File: src/pkg/fifo_host_defs.vh
`ifndef FIFO_HOST_DEFS_VH
`define FIFO_HOST_DEFS_VH
// Clock period in picoseconds (50 MHz).
`define CLK_PERIOD_PS 20000
// Pulse width of either strobe, ns, fastest grade.
`define STROBE_LOW_NS 65
`define STROBE_LOW_CYC ((`STROBE_LOW_NS * 1000 + `CLK_PERIOD_PS - 1) / `CLK_PERIOD_PS)
// Recovery after a strobe rises, ns.
`define STROBE_HIGH_NS 15
`define STROBE_HIGH_CYC ((`STROBE_HIGH_NS * 1000 + `CLK_PERIOD_PS - 1) / `CLK_PERIOD_PS)
// Reset pulse width, ns.
`define CLEAR_PULSE_NS 65
`define CLEAR_PULSE_CYC ((`CLEAR_PULSE_NS * 1000 + `CLK_PERIOD_PS - 1) / `CLK_PERIOD_PS)
// Strobes high before reset release, ns.
`define CLEAR_SETUP_TIME_NS 45
`define CLEAR_SETUP_CYC ((`CLEAR_SETUP_TIME_NS * 1000 + `CLK_PERIOD_PS - 1) / `CLK_PERIOD_PS)
// Strobes high after reset release, ns.
`define CLEAR_RECOVERY_TIME_NS 15
`define CLEAR_RECOVERY_CYC ((`CLEAR_RECOVERY_TIME_NS * 1000 + `CLK_PERIOD_PS - 1) / `CLK_PERIOD_PS)
// Read strobe high before rewind release, ns.
`define REWIND_SETUP_TIME_NS 45
`define REWIND_SETUP_CYC ((`REWIND_SETUP_TIME_NS * 1000 + `CLK_PERIOD_PS - 1) / `CLK_PERIOD_PS)
// Read strobe high after rewind release, ns.
`define REWIND_RECOVERY_TIME_NS 15
`define REWIND_RECOVERY_CYC ((`REWIND_RECOVERY_TIME_NS * 1000 + `CLK_PERIOD_PS - 1) / `CLK_PERIOD_PS)
// Wait after a flag releases before a strobe, ns.
`define FLAG_RELEASE_NS 10
`define FLAG_RELEASE_CYC ((`FLAG_RELEASE_NS * 1000 + `CLK_PERIOD_PS - 1) / `CLK_PERIOD_PS)
// Access time from read strobe fall, ns.
`define ACCESS_NS 65
`define ACCESS_CYC ((`ACCESS_NS * 1000 + `CLK_PERIOD_PS - 1) / `CLK_PERIOD_PS)
// Data setup before write strobe rise, ns.
`define DATA_SETUP_NS 20
// Word width and depth of the buffer outside.
`define WORD_BITS 9
`define FIFO_DEPTH 512
`endif

File: src/rtl/skid_buffer.v
`timescale 1ns/1ps
////////////////////////////////////////////////////////////////////////////////
// Two-entry buffer; input ready depends only on registered fill level.
module skid_buffer #(
    parameter WIDTH = 9
) (
    input wire ref_clk, // System clock.
    input wire sys_rst, // Synchronous reset, active high.
    input wire in_valid, // Word offered.
    output wire in_ready, // Room for a word.
    input wire [WIDTH-1:0] in_data, // Offered word.
    output wire out_valid, // Word available.
    input wire out_ready, // Drain accepts the word.
    output wire [WIDTH-1:0] out_data // Head word.
);
    reg [WIDTH-1:0] mem_q [0:1]; // Two storage slots.
    reg rd_q; // Head slot index.
    reg wr_q; // Tail slot index.
    reg [1:0] cnt_q; // Fill level, 0 to 2.
    wire push; // Word enters.
    wire pop; // Word leaves.
    assign in_ready = (cnt_q != 2'h2);
    assign out_valid = (cnt_q != 2'h0);
    assign out_data = mem_q[rd_q];
    assign push = in_valid && in_ready;
    assign pop = out_valid && out_ready;
    // Pointers move on every accepted push or pop; fill level only when one comes without the other.
    always @(posedge ref_clk) begin
        if (sys_rst) begin
            rd_q <= 1'b0;
            wr_q <= 1'b0;
            cnt_q <= 2'h0;
        end else begin
            if (push) begin
                mem_q[wr_q] <= in_data;
                wr_q <= ~wr_q;
            end
            if (pop) begin
                rd_q <= ~rd_q;
            end
            if (push && !pop) begin
                cnt_q <= cnt_q + 2'h1;
            end else if (pop && !push) begin
                cnt_q <= cnt_q - 2'h1;
            end
        end
    end
endmodule

File: src/rtl/fifo_host.v
`timescale 1ns/1ps
`include "fifo_host_defs.vh"
////////////////////////////////////////////////////////////////////////////////
// Host controller: resets the buffer, pushes user words through its write
// port, pulls words from its read port into a two-entry buffer, and rewinds.
module fifo_host #(
    parameter WIDTH = `WORD_BITS, // Word width of the buffer outside.
    parameter DEPTH = `FIFO_DEPTH // Depth of the buffer outside.
) (
    input wire ref_clk, // System clock, 50 MHz.
    input wire sys_rst, // Synchronous reset, active high.
    input wire wr_valid, // User offers a word to write.
    input wire [WIDTH-1:0] wr_data, // Word to write.
    output reg wr_ready, // Write taken this cycle.
    output reg [WIDTH-1:0] rd_data, // Word read back.
    output reg rd_valid, // Read word valid.
    input wire rd_ready, // User accepts the read word.
    input wire rewind_req, // Pulse: request a rewind.
    output reg busy, // Bus cycle or reset in progress.
    output reg write_strobe_n, // Write strobe to the buffer.
    output reg read_strobe_n, // Read strobe to the buffer.
    output reg pointer_clear_n, // Reset to the buffer.
    output reg rewind_pulse_n, // Retransmit to the buffer.
    output reg expansion_input_n, // Expansion input, held low.
    output reg [WIDTH-1:0] data_to_fifo, // Data in of the buffer.
    input wire [WIDTH-1:0] data_from_fifo, // Data out of the buffer.
    input wire empty_flag_n, // Empty flag, low when empty.
    input wire full_flag_n // Full flag, low when full.
);
    localparam ST_CLR = 4'h0; // Reset pulse low.
    localparam ST_CLRREC = 4'h1; // Strobes held high after release.
    localparam ST_IDLE = 4'h2; // Waiting for work.
    localparam ST_WLOW = 4'h3; // Write strobe low.
    localparam ST_RLOW = 4'h4; // Read strobe low.
    localparam ST_REC = 4'h5; // Strobe recovery.
    localparam ST_RWLOW = 4'h6; // Rewind pulse low.
    localparam ST_RWREC = 4'h7; // Read held high after rewind.
    // Counts are worked out as integers, then cut to the timer width on purpose.
    localparam integer CLR_NUM = `CLEAR_PULSE_CYC > `CLEAR_SETUP_CYC ?
        `CLEAR_PULSE_CYC : `CLEAR_SETUP_CYC;
    localparam integer CLRREC_NUM = `CLEAR_RECOVERY_CYC;
    localparam integer LOW_NUM = `STROBE_LOW_CYC > `ACCESS_CYC + 1 ?
        `STROBE_LOW_CYC : `ACCESS_CYC + 1;
    localparam integer HIGH_NUM = `STROBE_HIGH_CYC;
    localparam integer RW_NUM = `REWIND_SETUP_CYC;
    localparam integer RWREC_NUM = `REWIND_RECOVERY_CYC;
    localparam integer FLAG_NUM = `FLAG_RELEASE_CYC;
    localparam [7:0] CLR_CYC = CLR_NUM[7:0];
    localparam [7:0] CLRREC_CYC = CLRREC_NUM[7:0];
    localparam [7:0] LOW_CYC = LOW_NUM[7:0];
    localparam [7:0] HIGH_CYC = HIGH_NUM[7:0];
    localparam [7:0] RW_CYC = RW_NUM[7:0];
    localparam [7:0] RWREC_CYC = RWREC_NUM[7:0];
    localparam [7:0] FLAG_CYC = FLAG_NUM[7:0];

    reg [3:0] state_q; // Sequencer state.
    reg [7:0] tmr_q; // Cycles left in the current phase.
    reg ef_s1_q, ef_s2_q; // Empty flag synchroniser.
    reg ff_s1_q, ff_s2_q; // Full flag synchroniser.
    reg [WIDTH-1:0] dq_s1_q, dq_s2_q; // Data bus synchroniser.
    reg [7:0] ef_age_q; // Cycles the empty flag has been high.
    reg [7:0] ff_age_q; // Cycles the full flag has been high.
    reg rw_pend_q; // Rewind request waiting.
    reg cap_q; // Capture strobe into the buffer.
    reg [WIDTH-1:0] cap_data_q; // Word captured at read end.
    wire buf_ready; // Buffer has room.
    wire buf_valid; // Buffer head valid.
    wire [WIDTH-1:0] buf_data; // Buffer head word.
    wire ef_ok; // Empty flag high long enough.
    wire ff_ok; // Full flag high long enough.

    // Saturating age counter of a flag held high.
    function [7:0] age_next;
        input flag_high;
        input [7:0] age;
        begin
            if (!flag_high) begin
                age_next = 8'h00;
            end else if (age == 8'hFF) begin
                age_next = age;
            end else begin
                age_next = age + 8'h01;
            end
        end
    endfunction

    assign ef_ok = ef_s2_q && (ef_age_q >= FLAG_CYC);
    assign ff_ok = ff_s2_q && (ff_age_q >= FLAG_CYC);

    ////////////////////////////////////////////////////////////////////////////
    // Flags and the data bus come from another part, so they pass two stages.
    always @(posedge ref_clk) begin
        if (sys_rst) begin
            ef_s1_q <= 1'b0;
            ef_s2_q <= 1'b0;
            ff_s1_q <= 1'b0;
            ff_s2_q <= 1'b0;
            dq_s1_q <= {WIDTH{1'b0}};
            dq_s2_q <= {WIDTH{1'b0}};
            ef_age_q <= 8'h00;
            ff_age_q <= 8'h00;
        end else begin
            ef_s1_q <= empty_flag_n;
            ef_s2_q <= ef_s1_q;
            ff_s1_q <= full_flag_n;
            ff_s2_q <= ff_s1_q;
            dq_s1_q <= data_from_fifo;
            dq_s2_q <= dq_s1_q;
            ef_age_q <= age_next(ef_s2_q, ef_age_q);
            ff_age_q <= age_next(ff_s2_q, ff_age_q);
        end
    end

    ////////////////////////////////////////////////////////////////////////////
    // Bus sequencer. Reads win over writes so the reader never starves the
    // buffer into overflow; a read is only begun when the skid buffer has room,
    // which is how a stalled consumer holds the device's read port off.
    always @(posedge ref_clk) begin
        if (sys_rst) begin
            state_q <= ST_CLR;
            tmr_q <= CLR_CYC;
            write_strobe_n <= 1'b1;
            read_strobe_n <= 1'b1;
            pointer_clear_n <= 1'b0;
            rewind_pulse_n <= 1'b1;
            expansion_input_n <= 1'b0;
            data_to_fifo <= {WIDTH{1'b0}};
            wr_ready <= 1'b0;
            busy <= 1'b1;
            rw_pend_q <= 1'b0;
            cap_q <= 1'b0;
            cap_data_q <= {WIDTH{1'b0}};
        end else begin
            wr_ready <= 1'b0;
            cap_q <= 1'b0;
            // A new request wins over the clear of the pending flag.
            if (rewind_req) begin
                rw_pend_q <= 1'b1;
            end else if (state_q == ST_RWLOW) begin
                rw_pend_q <= 1'b0;
            end
            if (tmr_q != 8'h00) begin
                tmr_q <= tmr_q - 8'h01;
            end
            case (state_q)
                ST_CLR: begin
                    // Strobes already high, so setup is covered by the pulse.
                    if (tmr_q == 8'h00) begin
                        pointer_clear_n <= 1'b1;
                        state_q <= ST_CLRREC;
                        tmr_q <= CLRREC_CYC;
                    end
                end
                ST_CLRREC: begin
                    if (tmr_q == 8'h00) begin
                        state_q <= ST_IDLE;
                        busy <= 1'b0;
                    end
                end
                ST_IDLE: begin
                    if (rw_pend_q) begin
                        // Read strobe is high here; holding the pulse long
                        // enough also covers the rewind setup.
                        rewind_pulse_n <= 1'b0;
                        state_q <= ST_RWLOW;
                        tmr_q <= RW_CYC;
                        busy <= 1'b1;
                    end else if (ef_ok && buf_ready) begin
                        read_strobe_n <= 1'b0;
                        state_q <= ST_RLOW;
                        tmr_q <= LOW_CYC;
                        busy <= 1'b1;
                    end else if (wr_valid && ff_ok) begin
                        write_strobe_n <= 1'b0;
                        data_to_fifo <= wr_data;
                        wr_ready <= 1'b1;
                        state_q <= ST_WLOW;
                        tmr_q <= LOW_CYC;
                        busy <= 1'b1;
                    end
                end
                ST_WLOW: begin
                    // Data has stood the whole pulse, far above its setup.
                    if (tmr_q == 8'h00) begin
                        write_strobe_n <= 1'b1;
                        state_q <= ST_REC;
                        tmr_q <= HIGH_CYC;
                    end
                end
                ST_RLOW: begin
                    // Data is sampled from the synchroniser just before the
                    // strobe rises, once access time plus two stages passed.
                    if (tmr_q == 8'h00) begin
                        read_strobe_n <= 1'b1;
                        cap_q <= 1'b1;
                        cap_data_q <= dq_s2_q;
                        state_q <= ST_REC;
                        tmr_q <= HIGH_CYC;
                    end
                end
                ST_REC: begin
                    // The flags may still be settling from the last cycle;
                    // the release wait in ef_ok and ff_ok covers the window.
                    if (tmr_q == 8'h00) begin
                        state_q <= ST_IDLE;
                        busy <= 1'b0;
                    end
                end
                ST_RWLOW: begin
                    if (tmr_q == 8'h00) begin
                        rewind_pulse_n <= 1'b1;
                        state_q <= ST_RWREC;
                        tmr_q <= RWREC_CYC;
                    end
                end
                ST_RWREC: begin
                    if (tmr_q == 8'h00) begin
                        state_q <= ST_IDLE;
                        busy <= 1'b0;
                    end
                end
                default: begin
                    state_q <= ST_IDLE;
                    busy <= 1'b0;
                end
            endcase
        end
    end

    ////////////////////////////////////////////////////////////////////////////
    // Read words queue here so a stalled consumer loses nothing.
    skid_buffer #(
        .WIDTH(WIDTH)
    ) u_buf (
        .ref_clk(ref_clk),
        .sys_rst(sys_rst),
        .in_valid(cap_q),
        .in_ready(buf_ready),
        .in_data(cap_data_q),
        .out_valid(buf_valid),
        .out_ready(rd_ready && !rd_valid),
        .out_data(buf_data)
    );

    ////////////////////////////////////////////////////////////////////////////
    // Output register: holds a word until the consumer takes it.
    always @(posedge ref_clk) begin
        if (sys_rst) begin
            rd_valid <= 1'b0;
            rd_data <= {WIDTH{1'b0}};
        end else if (rd_valid && rd_ready) begin
            rd_valid <= 1'b0;
        end else if (!rd_valid && rd_ready && buf_valid) begin
            rd_valid <= 1'b1;
            rd_data <= buf_data;
        end
    end
endmodule

File: config.mk
export PLATFORM = sky130hd
export DESIGN_NAME = fifo_host
export DESIGN_NICKNAME = d
export VERILOG_FILES = /design/src/rtl/skid_buffer.v /design/src/rtl/fifo_host.v
export VERILOG_INCLUDE_DIRS = /design/src /design/src/pkg
export SDC_FILE = /design/constraint.sdc
export NUM_CORES = 1
export LEC_CHECK = 0
export BUFFER_PORTS_ARGS = -buffer_cell sky130_fd_sc_hd__buf_2
export CAP_MARGIN = 10
export CORE_ASPECT_RATIO = 0.75
export CORE_MARGIN = 2
export CORE_UTILIZATION = 50
export DETAILED_ROUTE_END_ITERATION = 12
export PLACE_DENSITY = 0.7
export SETUP_SLACK_MARGIN = 0.05
export SKIP_CTS_REPAIR_TIMING = 1
export SLEW_MARGIN = 10
export SYNTH_ARGS = -nofsm -noshare
export SYNTH_HDL_FRONTEND = slang
export SYNTH_SLANG_ARGS = --single-unit
File: constraint.sdc
create_clock -name ref_clk -period 4.2 [get_ports ref_clk]
set_input_delay 0.63 -clock ref_clk [delete_from_list [all_inputs] [get_ports ref_clk]]
set_output_delay 0.63 -clock ref_clk [all_outputs]
set_load 0.02 [all_outputs]
==> results.json, run 1 <==
{
  "worst_pin_slew_ps": 873,
  "cp.arrival_ps": 2580,
  "antenna_found_initial": 0,
  "synthArstFlopShare": 0,
  "synthFlopType": "dfxtp_1",
  "power.total_mw": 2.49,
  "grt_pass1_vias": 2857,
  "setup_violations": 0,
  "hold_viol": 0,
  "synthDistinctLibCells": 50,
  "cts_tree": "done",
  "hp-start": "dq_s1_q[7]$_SDFF_PP0_",
  "placed_area_mm2": 0.00464,
  "area_growth_pct": 14.5,
  "crit_family": "simple AND/OR/NAND/NOR gates",
  "slew_viol_final": 0,
  "place_hpwl_um": 5270,
  "num_rows": 29,
  "period_needed_ps": 2320,
  "hold_class": "flop to flop",
  "dieArea_mm2": 0.00939,
  "yosysTopAreaCell": "dfxtp_1",
  "crit_slowest_cell": "and3_1",
  "core_area_mm2": 0.00842,
  "htreeDepth": 3,
  "antennaDiodeCount": 0,
  "track_usage": 0.172,
  "rsz0062_at_grt": "no",
  "p_leak_nw": 1.91,
  "synth_top_cell_area_share": 0.413,
  "synth_cells": 415,
  "period_share": 0.552,
  "place_congestion": 0.786,
  "fmax_ghz": 0.431,
  "nNetsFinal": 494,
  "cts_sinks": 107,
  "status": "completed",
  "start_util": 0.512,
  "stdcell_count": 572,
  "cp_cell_sequence": "inv_1 > ha_1 > or4b_4 > o211ai_1 > and3_1 > mux2i_1",
  "port_buffers": 49,
  "wire_per_inst_um": 13.2,
  "critical_path_buf_inv_count": 1,
  "fillers": 722,
  "crit_required_ps": 4470,
  "syn-cell-area_mm2": 0.00431,
  "ys_top_cells_by_area": "dfxtp_1 (41%), edfxtp_1 (13%), mux2i_1 (6.7%)",
  "grt_pass1_wl_um": 13200,
  "irDropWorstVdd_v": 0.000271,
  "multiInputGateArea_mm2": 0.00184,
  "seqCellArea_mm2": 0.00232,
  "root_buffer": "clkbuf_16",
  "route.detailed.drc": 0,
  "maxCapViolCount": 0,
  "die_h_um": 84.4,
  "avgViaCountPerCell": 5.17,
  "crit_start": "ef_age_q[1]$_SDFFE_PP0P_",
  "yosysWarnings": 0,
  "reg2reg_slack_ps": 1880,
  "die-width_um": 111,
  "ios": 51,
  "hold-worst-slack_ps": 436,
  "final_cell_mix": "dfxtp_1 (89), buf_2 (49), nor2_1 (43), mux2i_1 (29), nor2b_1 (25)",
  "clkLatencyLatePin_ps": 340,
  "postSynthAreaPerCell_um2": 10.4,
  "vias": 2959,
  "finalClockSkew_ps": 5.71,
  "slew_headroom": 0.418,
  "fin_ws_ps": 1880,
  "place_inst": 556,
  "synth_edf_count": 18,
  "drt-total-wl_um": 7560,
  "grt_max_degree": 54,
  "post-place-ws_ps": 1850,
  "utilization": 0.587,
  "ant_nets": 0,
  "path_class": "flop to flop",
  "startpoint_type": "flop",
  "path_clk_slew_ps": 70,
  "grt_overflow": 0,
  "synthesis.nets": 450,
  "r2r_start": "ef_age_q[1]$_SDFFE_PP0P_",
  "drt_iter0_drc": 121,
  "power_density_mw_per_mm2": 503,
  "finalSetupTns_ps": 0,
  "fin_area_mm2": 0.00494,
  "max_stage_delay_ps": 590,
  "ys_ff_latch": 107,
  "final_common_cell": "dfxtp_1",
  "layout-drive-gt1-share": 0.177,
  "worst-path-max-fanout": 11,
  "end_kind": "flop",
  "cts_buffers": 9,
  "drt_pre_antenna_iters": 4,
  "clock_path_buffers": 2,
  "ys_seq_area_frac": 0.538
}
## state kept, by name, indices dropped and copies added (netlist names), 8 cells and up
name,flops
cap_data_q,9
data_to_fifo,9
dq_s1_q,9
dq_s2_q,9
ef_age_q,8
ff_age_q,8
rd_data,9
tmr_q,8
u_buf.mem_q,18
## kinds of logic after synthesis
| kind of cell | share of synthesized area |
|---|---|
| AND/OR/NAND/NOR | 0.205 |
| flip-flops | 0.538 |
| AO/OA/AOI/OAI | 0.0896 |
| buffers and inverters | 0.0368 |
| multiplexers | 0.0673 |
| XOR/XNOR | 0.0325 |
| adder cells (fa/ha/maj) | 0.0290 |
| other | 0.000869 |
## power by group
group	total (mW)	switching, mW	internal [mW]
Combinational	0.443	0.241	0.202
Clock	0.837	0.359	0.478
Sequential	1.21	0.0867	1.12
## worst paths after layout
path                                  endpoint  cells after the start
setup / recovery  data_to_fifo[8]$_SDFFE_PP0P_                      6
hold / removal           dq_s2_q[7]$_SDFF_PP0_                      1
setup reg to reg  data_to_fifo[8]$_SDFFE_PP0P_                      6
hold reg to reg          dq_s2_q[7]$_SDFF_PP0_                      1
## metal layers
layer,GRT usage,part of all wire,vias up
met5,0,0,-
met4,0.0527,0.015,0
met3,0.0563,0.055,11
met2,0.265,0.42,72
met1,0.234,0.51,1354
li1,-,-,1522
## worst reg2reg max path: stages (launching register included)
cell      delay [ps]
dfxtp_1          370
inv_1             70
ha_1             170
or4b_4           490
o211ai_1         300
and3_1           590
mux2i_1          250
## cells in the mapped netlist (9+ instances only)
| master | count |
|---|---|
| a211oi_1 | 10 |
| a21oi_1 | 13 |
| clkbuf_1 | 12 |
| dfxtp_1 | 89 |
| edfxtp_1 | 18 |
| ha_1 | 10 |
| inv_1 | 16 |
| mux2i_1 | 29 |
| nand2_1 | 17 |
| nand2b_1 | 23 |
| nor2_1 | 43 |
| nor2b_1 | 25 |
| nor3_1 | 12 |
| o21ai_0 | 11 |
| xnor2_1 | 9 |
## layout make-up
cell class / instances / area share
clock inverters: 6 / 0.0129
clock buffers: 10 / 0.0484
flip-flops and latches: 107 / 0.470
inverters: 16 / 0.0122
multi-input cells: 271 / 0.372
repair buffers: 54 / 0.0572
well taps: 108 / 0.0274
Power figures use the tool's default switching activity.
==> run 2: changes to the inputs <==
==> constraint.sdc (replaced) <==
create_clock -name ref_clk -period 2.27 [get_ports ref_clk]
set_input_delay 0.3405 -clock ref_clk [delete_from_list [all_inputs] [get_ports ref_clk]]
set_output_delay 0.3405 -clock ref_clk [all_outputs]
set_load 0.02 [all_outputs]
==> run 2 against run 1 <==
Via count up 1.5%. Sequential share of layout area down 0.61 points. Hold slack worse by 230 ps. Maximum frequency up 6.9%. Global-route usage down 0.15 points. Critical path type unchanged.
==> results.json, run 2 (synthesis results as in run 1) <==
{
  "utilization": 0.595,
  "pwr-share-clk": 0.333,
  "crit_family": "simple AND/OR/NAND/NOR gates",
  "status": "completed",
  "slew_viol_final": 0,
  "port_buffers": 49,
  "power_frac_seq": 0.480,
  "finalClockSkew_ps": 9.02,
  "antennaDiodeCount": 0,
  "ios": 51,
  "p_leak_nw": 1.93,
  "clock_path_buffers": 2,
  "hold_class": "input port to flop",
  "drt_pre_antenna_iters": 5,
  "p_int_mw": 3.33,
  "core_area_mm2": 0.00842,
  "route.detailed.drc": 0,
  "fin_ws_ps": 103,
  "drt-total-wl_um": 7630,
  "hold_viol": 0,
  "largest_reg_flops": 18,
  "antenna_found_initial": 0,
  "period_needed_ps": 2170,
  "num_rows": 29,
  "period_share": 0.955,
  "avgViaCountPerCell": 5.20,
  "power_density_mw_per_mm2": 931,
  "wire_per_inst_um": 13.2,
  "final_common_cell": "dfxtp_1",
  "worst_pin_slew_ps": 561,
  "htreeDepth": 3,
  "grt_max_degree": 28,
  "ant_nets": 0,
  "power_switching_mw": 1.33,
  "top_register": "u_buf.mem_q",
  "post-place-ws_ps": 43.4,
  "final_cell_mix": "dfxtp_1 (89), buf_2 (49), nor2_1 (42), mux2i_1 (29), nor2b_1 (25)",
  "crit_required_ps": 2480,
  "cts_tree": "done",
  "fmax_ghz": 0.461,
  "stdcell_count": 578,
  "combPwrFrac": 0.187,
  "grt_overflow": 0,
  "place_congestion": 0.845,
  "max_stage_delay_ps": 480,
  "vias": 3003,
  "track_usage": 0.171,
  "hold-worst-slack_ps": 204,
  "root_buffer": "clkbuf_16",
  "critical_path_buf_inv_count": 2,
  "worst-path-max-fanout": 4,
  "cp.arrival_ps": 2380,
  "grt_pass1_vias": 2818,
  "clkLatencyLatePin_ps": 340,
  "fillers": 700,
  "finalSetupTns_ps": 0,
  "swShare": 0.285,
  "dieArea_mm2": 0.00939,
  "layout-drive-gt1-share": 0.191,
  "die_h_um": 84.4,
  "setup_violations": 0,
  "die-width_um": 111,
  "cts_sinks": 107,
  "cp_cell_sequence": "inv_1 > ha_1 > or3b_2 > nor2_2 > inv_1 > ha_1 > o311ai_2 > a31oi_1",
  "area_growth_pct": 16.0,
  "nNetsFinal": 500,
  "place_inst": 561,
  "maxCapViolCount": 0,
  "drt_iter0_drc": 154,
  "place_hpwl_um": 5200,
  "rsz0062_at_grt": "yes",
  "end_kind": "flop",
  "start_util": 0.512,
  "path_clk_slew_ps": 70,
  "grt_pass1_wl_um": 13000,
  "startpoint_type": "flop",
  "crit_slowest_cell": "or3b_2",
  "cts_buffers": 9,
  "slew_headroom": 0.625,
  "irDropWorstVdd_v": 0.000609,
  "path_class": "flop to flop"
}
## run 2: cell types whose count changed in the layout (fill, tap and decap cells not counted), sizes merged
| cell | change |
|---|---|
| inv | +2 |
| clkinv | -3 |
| clkinvlp | +1 |
| buf | +6 |
## run 2: path summary, 6_finish.rpt
kind                    startpoint                    end  slack (ps)  cells after the start
min              data_from_fifo[5]  dq_s1_q[5]$_SDFF_PP0_         200                      2
max reg2reg    tmr_q[1]$_SDFF_PP0_    tmr_q[0]$_SDFF_PP0_         100                      8
max            tmr_q[1]$_SDFF_PP0_    tmr_q[0]$_SDFF_PP0_         100                      8
min reg2reg  dq_s1_q[8]$_SDFF_PP0_  dq_s2_q[8]$_SDFF_PP0_         440                      1
## run 2: area by class of cell
| type | instances | area [um2] | share of cell area |
|---|---|---|---|
| Clock buffer | 10 | 229 | 0.0458 |
| Multi-Input combinational cell | 271 | 1850 | 0.369 |
| Tap cell | 108 | 135 | 0.0270 |
| Sequential cell | 107 | 2320 | 0.464 |
| Timing Repair Buffer | 60 | 340 | 0.0680 |
| Clock inverter | 6 | 71.3 | 0.0142 |
| Inverter | 16 | 60.1 | 0.0120 |
## run 2: per-layer routing
metal | track usage | vias to the layer above | routed length (um)
li1 | - | 1537 | -
met1 | 0.233 | 1380 | 3840
met2 | 0.256 | 82 | 3260
met3 | 0.0542 | 4 | 453
met4 | 0.0651 | 0 | 69
met5 | 0 | - | 0
## run 2: power by group through the flow
stage	logic, mW	clock network (mW)	registers [mW]
finish	0.870	1.55	2.24
global route	0.975	1.66	2.26
CTS	0.835	1.59	2.23
detailed placement	0.819	0	2.27
global placement	0.803	0	2.26
floorplan	0.624	0	2.26
## run 2: through the flow
stage | area (um2) | power [mW]
finish | 5000 | 4.66
global route | 5000 | 4.89
CTS | 4990 | 4.65
detailed placement | 4690 | 3.09
global placement | 4690 | 3.06
floorplan | 4310 | 2.88
==> run 3: changes to the inputs <==
--- a/config.mk
+++ b/config.mk
@@ -8,10 +8,10 @@
 export LEC_CHECK = 0
 export BUFFER_PORTS_ARGS = -buffer_cell sky130_fd_sc_hd__buf_2
 export CAP_MARGIN = 10
-export CORE_ASPECT_RATIO = 0.75
 export CORE_MARGIN = 2
 export CORE_UTILIZATION = 50
 export DETAILED_ROUTE_END_ITERATION = 12
+export GPL_ROUTABILITY_DRIVEN = 0
 export PLACE_DENSITY = 0.7
 export SETUP_SLACK_MARGIN = 0.05
 export SKIP_CTS_REPAIR_TIMING = 1
==> run 3 against run 2 <==
Routed wire length is 4.9% lower. Combinational power is 3.4% lower. Clock skew is 3.1 ps higher. Total power is 8.3% lower. Global-route usage is 0.95 points lower. Register-to-register slack better by 50 ps. Core utilization is 0.20 points lower. Maximum frequency is 2.4% higher. Critical path type unchanged. Cell count is 0.52% lower. Via count is 1.7% lower. Design area is 1.7% lower.
==> results.json, run 3 (synthesis results as in run 1) <==
{
  "status": "completed",
  "combPwrFrac": 0.197,
  "power_density_mw_per_mm2": 869,
  "multiInputGateArea_mm2": 0.00185,
  "final_cell_mix": "dfxtp_1 (88), buf_2 (49), nor2_1 (42), mux2i_1 (29), nor2b_1 (25)",
  "port_buffers": 49,
  "fmax_ghz": 0.472,
  "crit_family": "simple AND/OR/NAND/NOR gates",
  "period_share": 0.933,
  "whs_path_depth": 3,
  "crit_slowest_cell": "or3b_2",
  "place_inst": 558,
  "num_rows": 33,
  "fillers": 718,
  "fin_ws_ps": 153,
  "start_util": 0.520,
  "finalClockSkew_ps": 12.1,
  "die-width_um": 96.9,
  "swShare": 0.283,
  "clkLatencyLatePin_ps": 360,
  "antennaDiodeCount": 0,
  "largest_reg_flops": 18,
  "startpoint_type": "flop",
  "path_class": "flop to flop",
  "place_hpwl_um": 5140,
  "slew_viol_final": 0,
  "layout-drive-gt1-share": 0.194,
  "critical_path_buf_inv_count": 2,
  "r2r-end": "tmr_q[0]$_SDFF_PP0_",
  "route.detailed.drc": 0,
  "htreeDepth": 3,
  "reg2regPathDepth": 9,
  "drt_iter0_drc": 82,
  "avgViaCountPerCell": 5.14,
  "dieArea_mm2": 0.00938,
  "cp_cell_sequence": "inv_1 > ha_1 > or3b_2 > nor2_2 > inv_1 > ha_1 > and2_1 > o21ai_0 > a31oi_1",
  "drt_pre_antenna_iters": 4,
  "p_leak_nw": 1.90,
  "end_kind": "flop",
  "cts_buffers": 9,
  "track_usage": 0.161,
  "reg2reg_slack_ps": 150,
  "hold_viol": 0,
  "hold_end": "rw_pend_q$_SDFFE_PP0P_",
  "drt-total-wl_um": 7250,
  "grt_overflow": 0,
  "area_growth_pct": 14.0,
  "nNetsFinal": 500,
  "setup_violations": 0,
  "hp-start": "rewind_req",
  "final_common_cell": "dfxtp_1",
  "worst-path-max-fanout": 4,
  "root_buffer": "clkbuf_8",
  "path_clk_slew_ps": 100,
  "core_area_mm2": 0.00830,
  "seqCellArea_mm2": 0.00232,
  "post-place-ws_ps": 59.2,
  "hold_class": "input port to flop",
  "die_h_um": 96.9,
  "cts_tree": "done",
  "ios": 51,
  "maxCapViolCount": 0,
  "pwr-share-clk": 0.282,
  "p_int_mw": 3.06,
  "ant_nets": 0,
  "irDropWorstVdd_v": 0.000727,
  "stdcell_count": 575,
  "cts_sinks": 107,
  "antenna_found_initial": 0,
  "power_switching_mw": 1.21,
  "max_stage_delay_ps": 480,
  "cp.arrival_ps": 2340,
  "crit_required_ps": 2500,
  "wire_per_inst_um": 12.6,
  "worst_pin_slew_ps": 592,
  "finalSetupTns_ps": 0,
  "grt_max_degree": 36,
  "r2r_start": "tmr_q[0]$_SDFF_PP0_",
  "clock_path_buffers": 2,
  "vias": 2953,
  "top_register": "u_buf.mem_q",
  "grt_pass1_vias": 2737,
  "rsz0062_at_grt": "yes",
  "grt_pass1_wl_um": 12500,
  "power_frac_seq": 0.522,
  "period_needed_ps": 2120,
  "slew_headroom": 0.601
}
run 3: how the worst max path moves through the flow:
| stage | start | to | slack, ps | depth (start not counted) |
|---|---|---|---|---|
| floorplan | tmr_q[0]$_SDFF_PP0_ | tmr_q[0]$_SDFF_PP0_ | 180 | 8 |
| global placement | tmr_q[0]$_SDFF_PP0_ | tmr_q[0]$_SDFF_PP0_ | 190 | 8 |
| detailed placement | tmr_q[0]$_SDFF_PP0_ | tmr_q[0]$_SDFF_PP0_ | 60 | 8 |
| CTS | tmr_q[0]$_SDFF_PP0_ | tmr_q[0]$_SDFF_PP0_ | 50 | 8 |
| global route | tmr_q[0]$_SDFF_PP0_ | tmr_q[0]$_SDFF_PP0_ | 20 | 8 |
| finish | tmr_q[0]$_SDFF_PP0_ | tmr_q[0]$_SDFF_PP0_ | 150 | 9 |
run 3: final cells by class:
type                    instances  area share
well taps                     105      0.0267
inverters                      16      0.0122
clock inverters                 3     0.00941
repair buffers                 60      0.0692
flip-flops and latches        107       0.473
multi-input cells             271       0.376
clock buffers                  13      0.0344
run 3: per-layer routing:
layer  global-route usage  part of all wire  vias up
met5                    0                 0        -
li1                     -                 -     1529
met2                0.257              0.47       51
met3               0.0556             0.038        5
met1                0.208              0.48     1368
met4               0.0466             0.011        0
run 3: worst reg2reg max path: stages, from the launching register on:
cell	delay [ps]
dfxtp_1	360
inv_1	110
ha_1	160
or3b_2	480
nor2_2	110
inv_1	90
ha_1	300
and2_1	140
o21ai_0	140
a31oi_1	100
run 3: per-stage QoR:
step | util | hold WS, ps | power, mW | area, um2
2_1_floorplan | - | 414 | 2.88 | 4310
3_3_place_gp | 0.564 | 419 | 3.05 | 4680
3_5_place_dp | 0.564 | 420 | 3.08 | 4680
4_1_cts | 0.590 | 165 | 4.28 | 4900
5_1_grt | 0.592 | 172 | 4.52 | 4920
6_report | 0.592 | 186 | 4.27 | 4920
run 3: power by group through the flow:
stage	clock, mW	combinational, mW	sequential [mW]
after floorplan	0	0.624	2.26
after global placement	0	0.793	2.26
after detailed placement	0	0.809	2.27
after CTS	1.24	0.817	2.23
after global routing	1.32	0.942	2.26
final	1.20	0.840	2.23
